<file path="config.mk">
export PLATFORM = sky130hd
export DESIGN_NAME = mmlpc_entry_perm
export DESIGN_NICKNAME = d
export VERILOG_FILES = /design/src/verilog/mmlpc_entry_perm.v
export VERILOG_INCLUDE_DIRS = /design/src /design/src/verilog
export SDC_FILE = /design/constraint.sdc
export NUM_CORES = 1
export LEC_CHECK = 0
export ABC_AREA = 1
export BUFFER_PORTS_ARGS = -buffer_cell sky130_fd_sc_hd__buf_2
export CAP_MARGIN = 25
export CORE_AREA = 10 10 47 49
export DETAILED_ROUTE_END_ITERATION = 10
export DIE_AREA = 0 0 57 59
export PLACE_DENSITY = 0.42
export SLEW_MARGIN = 20
export SYNTH_ARGS = -nofsm -noshare
export SYNTH_HDL_FRONTEND = slang
export SYNTH_SLANG_ARGS = --single-unit
export TNS_END_PERCENT = 5
</file>
<file path="constraint.sdc">
create_clock -name vclk -period 1.4
set_input_delay 0.07 -clock vclk [all_inputs]
set_output_delay 0.07 -clock vclk [all_outputs]
set_load 0.02 [all_outputs]
</file>
<file path="src/verilog/mmlpc_regs.vh">
// Register addresses, field positions, reset values and encodings of the lockdown checker
`ifndef MMLPC_REGS_VH
`define MMLPC_REGS_VH

`define MMLPC_SECCFG_ADDR      12'h747
`define MMLPC_SECCFG_HI_ADDR   12'h757
`define MMLPC_SECCFG_RESET     64'h0000000000000000
`define MMLPC_SECCFG_MML_BIT   0
`define MMLPC_SECCFG_MACHINE_ALLOWLIST_POLICY_BIT  1
`define MMLPC_SECCFG_RLB_BIT   2

`define MMLPC_CFG_R_BIT        0
`define MMLPC_CFG_W_BIT        1
`define MMLPC_CFG_X_BIT        2
`define MMLPC_CFG_A_LSB        3
`define MMLPC_CFG_A_MSB        4
`define MMLPC_CFG_L_BIT        7
`define MMLPC_CFG_RESET        8'h00
`define MMLPC_ADDR_RESET       1'b0

`define MMLPC_A_OFF            2'h0
`define MMLPC_A_TOR            2'h1
`define MMLPC_A_NA4            2'h2
`define MMLPC_A_NAPOT          2'h3

`define MMLPC_PRIV_M           2'h3

`define MMLPC_ACC_READ         2'h0
`define MMLPC_ACC_WRITE        2'h1
`define MMLPC_ACC_EXEC         2'h2

`endif

</file>
<file path="src/verilog/mmlpc_entry_perm.v">
// Permission decode of the deciding entry for one access
`timescale 1ns/10ps
`include "mmlpc_regs.vh"

module mmlpc_entry_perm (
  input  wire       matched,
  input  wire [3:0] lrwx,
  input  wire       machineLockdown,
  input  wire       machineAllowlistPolicy,
  input  wire       isMachine,
  input  wire [1:0] accType,
  output reg        allow
);

  reg l;
  reg r;
  reg w;
  reg x;
  reg pr;
  reg pw;
  reg px;
  reg shared;

  always @* begin
    l      = lrwx[3];
    r      = lrwx[2];
    w      = lrwx[1];
    x      = lrwx[0];
    pr     = 1'b0;
    pw     = 1'b0;
    px     = 1'b0;
    shared = machineLockdown & ((~r & w) | (l & r & w & x)); // RL13 RL20
    if (!matched) begin
      if (isMachine) begin
        pr = ~machineAllowlistPolicy; // RL8
        pw = ~machineAllowlistPolicy; // RL8
        px = ~machineAllowlistPolicy & ~machineLockdown; // RL19
      end
    end else if (!machineLockdown) begin
      if (!l && isMachine) begin
        pr = 1'b1; // RL10
        pw = 1'b1;
        px = 1'b1;
      end else begin
        // Write without read stays reserved, so the write grant needs read as well
        pr = r; // RL10 RL20
        pw = r & w;
        px = x;
      end
    end else if (shared) begin
      if (l & r & w & x) begin
        pr = 1'b1; // RL16
      end else if (!l) begin
        pr = 1'b1; // RL14
        pw = isMachine | x;
      end else begin
        px = 1'b1; // RL15
        pr = isMachine & x;
      end
    end else if (l) begin
      if (isMachine) begin
        pr = r; // RL11
        pw = w;
        px = x; // RL19
      end
    end else if (!isMachine) begin
      pr = r; // RL12
      pw = w;
      px = x;
    end
    case (accType)
      `MMLPC_ACC_READ:  allow = pr;
      `MMLPC_ACC_WRITE: allow = pw;
      `MMLPC_ACC_EXEC:  allow = px;
      default:          allow = 1'b0;
    endcase
  end

endmodule

</file>
==> flow_summary.toml <==
[final_layout]
numSequentialCells = 0
postLayoutCoreUtil_pct = 24.2
drive_gt1_share_pct = 25.0
commonest_cells_after_routing_fill_and_taps_aside = "sky130_fd_sc_hd__nand2_1, sky130_fd_sc_hd__buf_2, sky130_fd_sc_hd__nand3_1"
area_growth_pct = 16.8
num-fill-cells = 176
antenna_cells = 0
final_nets = 80
final_standard_cell_area_without_fillers_um2 = 339
final-seq-area_um2 = 0
mostFrequentLayoutCell = "sky130_fd_sc_hd__nand2_1"
multi_input_gate_area_in_the_final_layout_um2 = 231
nClkBuffers = 0

[yosys]
synth_cell_types = 17
avgSynthCellArea_um2 = 4.84
yosys-mux-area-fraction_pct = 0
synth_nets = 70
synth-simple-area-share_pct = 62.9
synth_seq_area_share_pct = 0
mappedNetlistArea_um2 = 290
post_synth_fa_ha_maj_area_fraction_pct = 0
complex_gate_fraction_of_the_synthesized_area_pct = 16.8
xor_xnor_share_of_the_synthesized_area_pct = 0
synth_top_family_by_area = "simple AND/OR/NAND/NOR gates"
syn_inst = 60
synthesis_warnings = 0

[floorplan]
core_region_area_um2 = 1400
design.die.area_um2 = 3360
dieWidth_um = 57
placement_rows = 14
starting_density_of_the_core_pct = 20.7
die_h_um = 59
floorplan.io_pins = 11

[sta]
clock.fmax_mhz = 920
tightest_slew_ns = 0.202
rsz_0062_raised_after_global_routing = "false"
finalCriticalPeriod_ns = 1.09
final-hold-violation-count = 0
finalCritPeriodShare_pct = 77.6
report.final.slew_viol_count = 0
setup_viol = 0
totalNegativeSetupSlack_ns = 0
slew_limit_headroom_pct = 86.5

[route]
drt_iter0_markers = 6
drt-vias-per-instance = 4.43
dr.pass1.iters = 2
detail_route.drc_violations = 0
routedWlPerCell_um = 9.55
num_vias = 372
totalWireLength_um = 802
ant_nets = 0

[worst_setup_path]
critical_path_start_end_classification = "primary input to output port"
crit_slowest_cell = "sky130_fd_sc_hd__or2_2"
timing.critical_path.max_delay_family = "simple AND/OR/NAND/NOR gates"
timing.critical_path.from_type = "primary input"
timing.critical_path.fanout_max = 5
path_cells = "buf_2 > or2_2 > a21oi_1 > nand3_1 > nand2_1 > inv_1 > nand2_1 > nand2_1 > buf_2"
cpPeakStageDelay_ns = 0.29
crit_start = "accType[0]"
worst-endpoint-arrival_ns = 1.02
path_buf_inv = 3
cp_data_required_time_ns = 1.33
cp-end-kind = "output port"
path_common_cell = "sky130_fd_sc_hd__nand2_1"

[placed_design]
routabilityCongestion = 0.793
dpl.hpwl_um = 709
detailed_place.area_um2 = 339
place.port_buffers = 11

[global_routing]
gr-usage-all-layers_pct = 4.69
grt_antenna_before_repair = 0
first_global_vias = 369
largest_net_degree_at_the_start_of_global_routing = 10
global_route.overflow_total = 0
global_route_wire_length_before_repair_um = 1440

[hold_path]
hold_path.class = "primary input to output port"
timing.hold.worst.start = "machineAllowlistPolicy"

[status]
run_status = "completed"

[run]
cap_viol_max_count = 0

[pwr]
power_density_nw_per_um2 = 277
vdd_drop_max_uv = 82.3
power.static_leakage_uw = 0.000194

[clock_network]
cts_hold_buf = 0
cts_setup_buffers = 0
post_cts_resize_count = 0
## layer usage
layer | vias to the layer above | routed length [um] | track usage [%]
met5 | - | 0 | 0
met4 | 0 | 0 | 0
met3 | 0 | 11 | 0.215
met2 | 4 | 419 | 8.99
met1 | 157 | 370 | 5.87
li1 | 211 | - | -
## cell type report
cell class	count	area share (%)
multi-input cells	49	68.3
repair buffers	11	16.2
well taps	16	5.90
inverters	8	9.59
## per-stage QoR
stage          hold WS [ns]  total power, uW  cells  worst slack (ns)
5_1_grt               0.522              109     84             0.190
4_1_cts               0.500             95.9     84             0.298
3_3_place_gp          0.493             96.1     84             0.300
6_report              0.490             94.0     84             0.313
2_1_floorplan         0.340             68.9     60             0.526
3_5_place_dp          0.500             95.7     84             0.298
## cell families after synthesis
family	after synthesis
AND/OR/NAND/NOR	42
buffers and inverters	11
AO/OA/AOI/OAI	7
## synthesized netlist by cell type
cell type / instances / area share [%]
sky130_fd_sc_hd__a21boi_0: 1 / 2.6
sky130_fd_sc_hd__a21oi_1: 4 / 6.9
sky130_fd_sc_hd__a21oi_4: 1 / 5.6
sky130_fd_sc_hd__buf_4: 2 / 5.2
sky130_fd_sc_hd__buf_6: 1 / 3.9
sky130_fd_sc_hd__inv_1: 6 / 7.8
sky130_fd_sc_hd__inv_2: 1 / 1.3
sky130_fd_sc_hd__inv_4: 1 / 2.2
sky130_fd_sc_hd__nand2_1: 23 / 30
sky130_fd_sc_hd__nand2_2: 1 / 2.2
sky130_fd_sc_hd__nand3_1: 9 / 16
sky130_fd_sc_hd__nand4_1: 2 / 4.3
sky130_fd_sc_hd__nor2_1: 4 / 5.2
sky130_fd_sc_hd__nor2_2: 1 / 2.2
sky130_fd_sc_hd__nor3_1: 1 / 1.7
sky130_fd_sc_hd__o21ai_0: 1 / 1.7
sky130_fd_sc_hd__or2_2: 1 / 2.2
## where the power goes
part / internal [uW] / total [uW] / switching (uW)
combinational: 35.7 / 94.0 / 58.3
sequential: 0 / 0 / 0
clock: 0 / 0 / 0
total: 35.7 / 94.0 / 58.3
## worst paths after layout
kind	to	slack [ns]	cells past startpoint
worst min-delay path	allow	0.49	5
worst max-delay path	allow	0.31	9
Note: power is estimated with default switching activity, not from simulation.
